## src/include/dual_slope_cfg.svh

```systemverilog
`ifndef DUAL_SLOPE_CFG_SVH
`define DUAL_SLOPE_CFG_SVH

// ----------------------------------------
// Phase select codes, high bit then low bit
// ----------------------------------------
`define PH_CODE_OFFSET_NULL 2'h1
`define PH_CODE_INTEGRATE 2'h2
`define PH_CODE_REF_RAMP 2'h3
`define PH_CODE_OUT_ZERO 2'h0

// ----------------------------------------
// Timing, in nanoseconds and in clock cycles at 50 MHz
// ----------------------------------------
`define CLK_PERIOD_NS 20
`define OFFSET_NULL_NS 1000000
`define OFFSET_NULL_CYC (`OFFSET_NULL_NS / `CLK_PERIOD_NS)
`define INTEGRATE_NS 33000000
`define INTEGRATE_CYC (`INTEGRATE_NS / `CLK_PERIOD_NS)
`define REF_RAMP_MAX_CYC (2 * `INTEGRATE_CYC)
`define OUT_ZERO_MAX_CYC (`OFFSET_NULL_CYC)
// Comparator readings that still predate the present phase (two sync flops)
`define CMP_SYNC_CYC 2
`define CNT_W 32

`endif

```

## src/include/dual_slope_pkg.sv

```systemverilog
package dual_slope_pkg;

    // Conversion phases in their fixed running order
    typedef enum logic [2:0] {
        ST_IDLE,
        ST_OFFSET_NULL,
        ST_INTEGRATE,
        ST_REF_RAMP,
        ST_OUT_ZERO
    } phase_e;

    // Pins that go to the converter
    typedef struct packed {
        logic phase_hi;
        logic phase_lo;
        logic chan_sel_hi;
        logic chan_sel_lo;
    } dev_pins_s;

    // One finished measurement
    typedef struct packed {
        logic negative;
        logic overrange;
        logic [31:0] ramp_count;
    } result_s;

endpackage : dual_slope_pkg

```

## src/rtl/pin_sync.sv

```systemverilog
`timescale 1ns/1ps
`default_nettype none

// ----------------------------------------
// Two-stage synchroniser for one pin
// ----------------------------------------
module pin_sync (
    input wire logic mclk,
    input wire logic reset,
    input wire logic pin_in,
    output logic pin_sync_out
);

    logic meta_reg; // First stage, read only by the second
    logic meta_next;
    logic sync_reg; // Second stage, safe to use
    logic sync_next;

    // Next values
    always_comb begin
        meta_next = pin_in;
        sync_next = meta_reg;
    end

    // Registers; reset level high matches comparator idle after zeroing
    always_ff @(posedge mclk) begin
        if (reset) begin
            meta_reg <= 1'h1;
            sync_reg <= 1'h1;
        end else begin
            meta_reg <= meta_next;
            sync_reg <= sync_next;
        end
    end

    assign pin_sync_out = sync_reg;

endmodule : pin_sync

`default_nettype wire

```

## src/rtl/dual_slope_phase_sequencer.sv

```systemverilog
// Contract
// - Run null, integrate, ramp, zero in order
// - Integration period fixed every conversion
// - Ramp follows integration with no gap
// - Time ramp until comparator falls
// - Magnitude is reference times time ratio
// - Integrator zeroed before each integration
// - Zero until comparator high; ignore during null
// - Store comparator at integration end
`timescale 1ns/1ps
`default_nettype none
`include "dual_slope_cfg.svh"

module dual_slope_phase_sequencer #(
    parameter int unsigned OFFSET_NULL_CYC = `OFFSET_NULL_CYC,
    parameter int unsigned INTEGRATE_CYC = `INTEGRATE_CYC,
    parameter int unsigned REF_RAMP_MAX_CYC = `REF_RAMP_MAX_CYC,
    parameter int unsigned OUT_ZERO_MAX_CYC = `OUT_ZERO_MAX_CYC
) (
    input wire logic mclk,
    input wire logic reset,
    input wire logic start,
    input wire logic [1:0] channel,
    input wire logic zero_cross_out,
    output logic busy,
    output logic done,
    output dual_slope_pkg::result_s result,
    output dual_slope_pkg::dev_pins_s dev_pins
);

    // ----------------------------------------
    // Comparator pin synchroniser
    // ----------------------------------------
    logic cmp_sync; // Comparator after two flops

    pin_sync u_cmp_sync (
        .mclk(mclk),
        .reset(reset),
        .pin_in(zero_cross_out),
        .pin_sync_out(cmp_sync)
    );

    // ----------------------------------------
    // Sequencer state
    // ----------------------------------------
    dual_slope_pkg::phase_e state_reg; // Current phase
    dual_slope_pkg::phase_e state_next;
    logic [`CNT_W-1:0] cnt_reg; // Cycles spent in the phase
    logic [`CNT_W-1:0] cnt_next;
    logic cmp_prev_reg; // Comparator one cycle ago, for edge detect
    logic cmp_prev_next;
    logic polarity_neg_reg; // Latched input sign
    logic polarity_neg_next;
    logic [1:0] chan_reg; // Channel held for the whole conversion
    logic [1:0] chan_next;
    logic [1:0] code_reg; // Phase code on the pins
    logic [1:0] code_next;
    logic done_reg;
    logic done_next;
    dual_slope_pkg::result_s result_reg;
    dual_slope_pkg::result_s result_next;
    logic cmp_fall; // Comparator high-to-low seen

    assign cmp_fall = cmp_prev_reg & ~cmp_sync;

    // Next-state logic for the whole conversion
    always_comb begin
        state_next = state_reg;
        cnt_next = cnt_reg + `CNT_W'h1;
        cmp_prev_next = cmp_sync;
        polarity_neg_next = polarity_neg_reg;
        chan_next = chan_reg;
        code_next = code_reg;
        done_next = 1'h0;
        result_next = result_reg;
        unique case (state_reg)
            dual_slope_pkg::ST_IDLE: begin
                cnt_next = '0;
                // Idle parks in zeroing so the integrator stays at 0 V
                code_next = `PH_CODE_OUT_ZERO;
                if (start) begin
                    state_next = dual_slope_pkg::ST_OFFSET_NULL;
                    chan_next = channel;
                    code_next = `PH_CODE_OFFSET_NULL;
                end
            end
            dual_slope_pkg::ST_OFFSET_NULL: begin
                // Comparator is meaningless here, so it is not looked at
                if (cnt_reg >= `CNT_W'(OFFSET_NULL_CYC - 1)) begin
                    state_next = dual_slope_pkg::ST_INTEGRATE;
                    code_next = `PH_CODE_INTEGRATE;
                    cnt_next = '0;
                end
            end
            dual_slope_pkg::ST_INTEGRATE: begin
                // Fixed length every time
                if (cnt_reg >= `CNT_W'(INTEGRATE_CYC - 1)) begin
                    polarity_neg_next = ~cmp_sync; // Sign read at the end only
                    state_next = dual_slope_pkg::ST_REF_RAMP; // No gap
                    code_next = `PH_CODE_REF_RAMP;
                    cnt_next = '0; // Precision timer starts
                end
            end
            dual_slope_pkg::ST_REF_RAMP: begin
                // Timer runs until the zero crossing; a cap stops a stuck ramp
                if (cmp_fall || cnt_reg >= `CNT_W'(REF_RAMP_MAX_CYC - 1)) begin
                    // Count relative to the integration count gives V = Vref*T/Tint
                    result_next.ramp_count = cnt_reg;
                    result_next.negative = polarity_neg_reg;
                    result_next.overrange = ~cmp_fall;
                    state_next = dual_slope_pkg::ST_OUT_ZERO;
                    code_next = `PH_CODE_OUT_ZERO;
                    cnt_next = '0;
                end
            end
            dual_slope_pkg::ST_OUT_ZERO: begin
                // Wait for comparator high, bounded in case it never returns
                // The first readings still carry the ramp's level through the flops;
                // after a capped ramp that level is high, so it must not end zeroing
                if ((cmp_sync && cnt_reg >= `CNT_W'(`CMP_SYNC_CYC))
                    || cnt_reg >= `CNT_W'(OUT_ZERO_MAX_CYC - 1)) begin
                    state_next = dual_slope_pkg::ST_IDLE;
                    done_next = 1'h1;
                    cnt_next = '0;
                end
            end
        endcase
    end

    // Registers only
    always_ff @(posedge mclk) begin
        if (reset) begin
            state_reg <= dual_slope_pkg::ST_IDLE;
            cnt_reg <= '0;
            cmp_prev_reg <= 1'h1;
            polarity_neg_reg <= 1'h0;
            chan_reg <= 2'h0;
            code_reg <= `PH_CODE_OUT_ZERO;
            done_reg <= 1'h0;
            result_reg <= '0;
        end else begin
            state_reg <= state_next;
            cnt_reg <= cnt_next;
            cmp_prev_reg <= cmp_prev_next;
            polarity_neg_reg <= polarity_neg_next;
            chan_reg <= chan_next;
            code_reg <= code_next;
            done_reg <= done_next;
            result_reg <= result_next;
        end
    end

    // ----------------------------------------
    // Outputs
    // ----------------------------------------
    // Both phase bits come from one register, so they switch on the same edge
    assign dev_pins.phase_hi = code_reg[1];
    assign dev_pins.phase_lo = code_reg[0];
    assign dev_pins.chan_sel_hi = chan_reg[1];
    assign dev_pins.chan_sel_lo = chan_reg[0];
    assign busy = (state_reg != dual_slope_pkg::ST_IDLE);
    assign done = done_reg;
    assign result = result_reg;
endmodule : dual_slope_phase_sequencer

`default_nettype wire

```

## config.mk

```make
export PLATFORM = sky130hd
export DESIGN_NAME = dual_slope_phase_sequencer
export DESIGN_NICKNAME = d
export VERILOG_FILES = /design/src/include/dual_slope_pkg.sv /design/src/rtl/pin_sync.sv /design/src/rtl/dual_slope_phase_sequencer.sv
export VERILOG_INCLUDE_DIRS = /design/src /design/src/include
export SDC_FILE = /design/constraint.sdc
export NUM_CORES = 1
export LEC_CHECK = 0
export BUFFER_PORTS_ARGS = -buffer_cell sky130_fd_sc_hd__buf_2
export CAP_MARGIN = 40
export CORE_MARGIN = 2
export CORE_UTILIZATION = 60
export CTS_CLUSTER_DIAMETER = 50
export DETAILED_ROUTE_END_ITERATION = 7
export PLACE_DENSITY = 0.83
export SYNTH_ARGS = -nofsm -noshare
export SYNTH_HDL_FRONTEND = slang
export SYNTH_SLANG_ARGS = --single-unit
```

## constraint.sdc

```tcl
create_clock -name mclk -period 3.7 [get_ports mclk]
set_input_delay 0.185 -clock mclk [delete_from_list [all_inputs] [get_ports mclk]]
set_output_delay 0.185 -clock mclk [all_outputs]
set_load 0.01 [all_outputs]
```

Word-level counts from Yosys, hierarchy flattened

Cells that the tools add are included.

$lt $le $gt $ge: 4
Reductions and logical operators: 12
Bitwise logic cells: 4
$add $sub $neg: 1
Equal/unequal tests: 9
Muxes and demuxes: 17

Operator list:

| kind                                                                                  | count |
|---|---|
| 32-bit case mux with 5 select lines                                                   | 1 |
| 32-bit two-way mux                                                                    | 4 |
| 32-bit by 1-bit adder with 32-bit output, second input constant                       | 1 |
| 32-bit by 16-bit greater-or-equal comparator with 1-bit output, second input constant | 1 |
| 32-bit by 2-bit greater-or-equal comparator with 1-bit output, second input constant  | 1 |
| 32-bit by 21-bit greater-or-equal comparator with 1-bit output, second input constant | 1 |
| 32-bit by 22-bit greater-or-equal comparator with 1-bit output, second input constant | 1 |
| 3-bit two-way mux                                                                     | 5 |
| 3-bit case mux with 5 select lines                                                    | 1 |
| 2-bit inequality test, second input constant                                          | 5 |
| 2-bit case mux with 4 select lines                                                    | 1 |
| 3-bit by 2-bit == test with 1-bit output, second input constant                       | 2 |
| 2-bit two-way mux                                                                     | 3 |
| 2-bit AND reduction                                                                   | 3 |
| 5-bit AND reduction                                                                   | 1 |
| 4-bit AND reduction                                                                   | 1 |
| 4-bit nonzero test                                                                    | 1 |
| 3-bit by 1-bit == test with 1-bit output, second input constant                       | 1 |
| 3-bit == test, second input constant                                                  | 1 |
| 3-bit zero test                                                                       | 1 |
| 1-bit NOT                                                                             | 3 |
| 3-bit nonzero test                                                                    | 1 |
| 1-bit logical OR                                                                      | 2 |
| 1-bit two-way mux                                                                     | 2 |
| 3 further kinds                                                                       | 3 |

Logic and storage cells: 59
Bits in registers: 78

Depth between registers and ports, before layout

Depth in word-level cells: 5
Depth in mapped cells: 9

By module

From an unflattened synthesis, not the netlist that was laid out.

Cells, all modules: 339
Area total of the unflattened synthesis: 3,254.4 sq um

Modules (own cells, without submodules):

| module                     | area an instance (sq um) | cells each | times used | seq. area each (sq um) |
|---|---|---|---|---|
| dual_slope_phase_sequencer | 3,201.8                  | 335        | 1          | 1,521.5 |
| pin_sync                   | 52.6                     | 4          | 1          | 40.0 |

Worst setup path before layout

No wires, ideal clock.

Path type: flip-flop to flip-flop
Start point: register cnt_reg[0]
End point: register cnt_reg[10]
Slack: 1.463 ns
Stages on the path, launching flop included: 9
Buffers on the path: 1
Library setup time: 0.088 ns
Clock period less this slack: 2.237 ns
Arrival: 2.149 ns
Path through: dfxtp_1 ha_1 a311oi_1 nor4_1 or4_4 a21oi_4 a221oi_2 buf_6 nor4_2

Longest elaborated chain between the ends: 5
Elaborated cells between the ends (all ways): 13

RTL lines:

| element                                                       | RTL line                          | source |
|---|---|---|
| start: declaration                                            | dual_slope_phase_sequencer.sv:48  | `` logic [`CNT_W-1:0] cnt_reg; `` |
| start signal: assignment                                      | dual_slope_phase_sequencer.sv:143 | `cnt_reg <= cnt_next;` |
| 32-bit by 2-bit greater-or-equal comparator with 1-bit output | dual_slope_phase_sequencer.sv:120 | `` if ((cmp_sync && cnt_reg >= `CNT_W'(`CMP_SYNC_CYC)) `` |
| 1-bit logical AND                                             | dual_slope_phase_sequencer.sv:120 |  |
| 1-bit logical OR                                              | dual_slope_phase_sequencer.sv:120 |  |
| 32-bit two-way mux                                            | dual_slope_phase_sequencer.sv:120 |  |
| 32-bit case mux with 5 select lines (*)                       | dual_slope_phase_sequencer.sv:76  | `unique case (state_reg)` |

Mark *: on every way between the ends. The rest lies on a longest branch, timed or not.
A chain may end at the register's enable or synchronous reset.

Worst setup path after layout

Start point: register cnt_reg[0]
End point: register cnt_reg[5]

Same word-level chain as after synthesis.

==> metrics.cfg <==
[finish]
diodes=0
nets=399
areaGrowthSynthToFinish_pct=13.0
final.fill_count=439
drive_gt1_share_pct=24.0
largest_reg_flops=34

[cts]
htreeDepth=3
cts_hold_buffers=0
cts_inserted_buffers=9
clkSinkCount=78
clk_pin_slew_worst_paths_ns=0.08
clk_path_buf_depth=2
cts_tree=yes
clk_latency_ns=0.35
clockRootBuffer=clkbuf_8
cts_resized=0
post-cts-setup-buffers=0

[run_status]
status=finished, final reports clean

[sta]
fmax_mhz=359
rsz0062_at_grt=false
skew_ns=0.00865
slew_violations=0
fin_tns_setup_ns=0
worstMarginPinSlew_ns=0.829
relSlewSlack_pct=44.4
holdWs_ns=0.0217
period_minus_slack_ns=2.78
finalCritPeriodShare_pct=75.2
finalSetupViolCount=0
hold_viol=0

[global_route]
grtUsageTotal_pct=23.0
antenna_found_initial=0
grt_pass1_vias=2509
grt_pass1_wl_mm=11.3
grt_start_max_net_pins=37
grt-ovfl-total=0

[yosys]
syn_area_um2=3450
ys_seq_elements=78
synth-adder-area-share_pct=0.726
synth_simple_gate_area_share_pct=26.5
synth_compound_area_share_pct=5.88
synth_edf_count=0
syn_avg_cell_area_um2=9.79
synthMuxAreaShare_pct=10.7
yosysUniqueCellTypes=48
yosysWarningCount=0
synth_top_family_by_area=simple AND/OR/NAND/NOR gates
async_flop_share_pct=0
synth-seq-area-share_pct=45.3
synth_xor_xnor_area_share_pct=5.08
syn_inst=352
synthFlopType=dfxtp_1

[setup_path]
rr_startpoint=cnt_reg[0]$_SDFF_PP0_
rr_endpoint=cnt_reg[5]$_SDFF_PP0_
critPathLaunch=cnt_reg[0]$_SDFF_PP0_
crit_fanout=12
crit_path_end_kind=register
reg2regPathDepth=8
crit_path_start_kind=register
crit_required_ns=3.97
arrival_ns=3.05
crit_type=reg -> reg
regToRegSetupSlack_ns=0.92

[floorplanning]
rows=27
fp.dieH_um=79.8
io_pins=46
coreArea_um2=5540
start_util_pct=62.2
die_w_um=79.8
dieArea_um2=6370

[pwr]
leakage_nw=1.41
power_mw=1.59
ir_drop_v=0.000322
power_density_nw_per_um2=409

[placed_design]
dp.final_hpwl_mm=4.59
routabilityCongestion=0.862
io_buffers=45

[drt]
vias=2625
wirelength_mm=6.79
ant_nets=0
vias_per_cell=5.61
drc=0
dr.first_iter.drc_count=185
detail_route.first_pass.iterations=4
wl_per_cell_um=14.5

[hold_path]
whs_endpoint=u_cmp_sync.meta_reg$_SDFF_PP1_
holdPathStages=2
min_path_type=in -> reg
min_from=zero_cross_out

[run]
maxCapViolCount=0

[synthesized netlist by cell type (3+ instances only)]
cell type	n	area, µm²
nor4_2	21	263
or2_2	3	18.8
mux2i_1	37	370
dfxtp_1	78	1560
a21oi_1	5	25.0
buf_2	10	50.1
nand3_1	15	75.1
buf_4	5	37.5
a211oi_1	3	22.5
nand2_1	13	48.8
nor3_1	9	45.0
clkbuf_1	12	45.0
nand4_1	5	31.3
xor2_1	10	87.6
inv_1	8	30.0
and2_1	4	25.0
nor4_1	10	62.6
nor2b_1	5	31.3
nor2_1	51	191
buf_6	3	33.8
xnor2_1	10	87.6
[how the worst max path moves through the flow]
stage / end / slack (ns) / depth (start not counted)
6_report: cnt_reg[5]$_SDFF_PP0_ / 0.92 / 8
5_1_grt: result[28]$_SDFFE_PP0P_ / 0.66 / 7
4_1_cts: result[19]$_SDFFE_PP0P_ / 0.92 / 7
3_5_place_dp: result[26]$_SDFFE_PP0P_ / 0.96 / 7
3_3_place_gp: result[28]$_SDFFE_PP0P_ / 0.94 / 7
2_1_floorplan: cnt_reg[10]$_SDFF_PP0_ / 1.46 / 8
[per-layer routing]
metal	wire length, µm	track usage (%)	vias up
met5	0	0	-
met4	142	10.0	0
met3	364	6.22	14
met2	3280	38.3	72
met1	3010	27.8	1232
li1	-	-	1307
[layout make-up]
class                   count  area (µm²)  share of cell area (%)
multi-input cells         245        1750                    44.8
flip-flops and latches     78        1560                    40.1
repair buffers             49         268                    6.88
clock buffers               9         124                    3.18
well taps                  72        90.1                    2.31
clock inverters             7        75.1                    1.93
inverters                   8        30.0                   0.771
[stage by stage]
| step | area, µm² | std cells | setup slack, ns | utilization [%] |
|---|---|---|---|---|
| global route | 3890 | 468 | 0.665 | 70.3 |
| floorplan | 3480 | 361 | 1.46 | - |
| finish | 3890 | 468 | 0.916 | 70.3 |
| global placement | 3690 | 452 | 0.936 | 66.7 |
| CTS | 3890 | 468 | 0.922 | 70.3 |
| detailed placement | 3690 | 452 | 0.957 | 66.7 |
[logic make-up (layout without fill, tap and decap cells)]
group | Yosys count | count (layout)
flip-flops | 78 | 78
buffers and inverters | 38 | 73
AND/OR/NAND/NOR | 150 | 150
other | 1 | 10
XOR/XNOR | 20 | 20
multiplexers | 37 | 37
adder cells (fa/ha/maj) | 2 | 2
AO/OA/AOI/OAI | 26 | 26
[critical path, stage by stage (launching register included)]
cell and delay [ns]:
dfxtp_1 0.37, ha_1 0.28, a311oi_1 0.40, nor4_1 0.12, or4_4 0.54, a21oi_4 0.24
a21boi_2 0.26, buf_4 0.28, nor4_2 0.21
[power by group]
group	internal (mW)	switching [mW]	leakage (nW)
sequential	0.857	0.0136	0.634
clock	0.312	0.320	0.0914
combinational	0.0371	0.0542	0.680
[placed cells by master (no fill, tap or decap), types with 8 or more instances in the layout]
cell type | netlist | final
dfxtp_1 | 78 | 78
nor2_1 | 51 | 51
buf_2 | 10 | 45
mux2i_1 | 37 | 37
nor4_2 | 21 | 21
nand3_1 | 15 | 15
nand2_1 | 13 | 13
nor4_1 | 10 | 10
xor2_1 | 10 | 10
xnor2_1 | 10 | 10
conb_1 | 1 | 10
nor3_1 | 9 | 9
clkbuf_8 | 0 | 9
inv_1 | 8 | 8
Note: power is estimated with default switching activity, not from simulation.
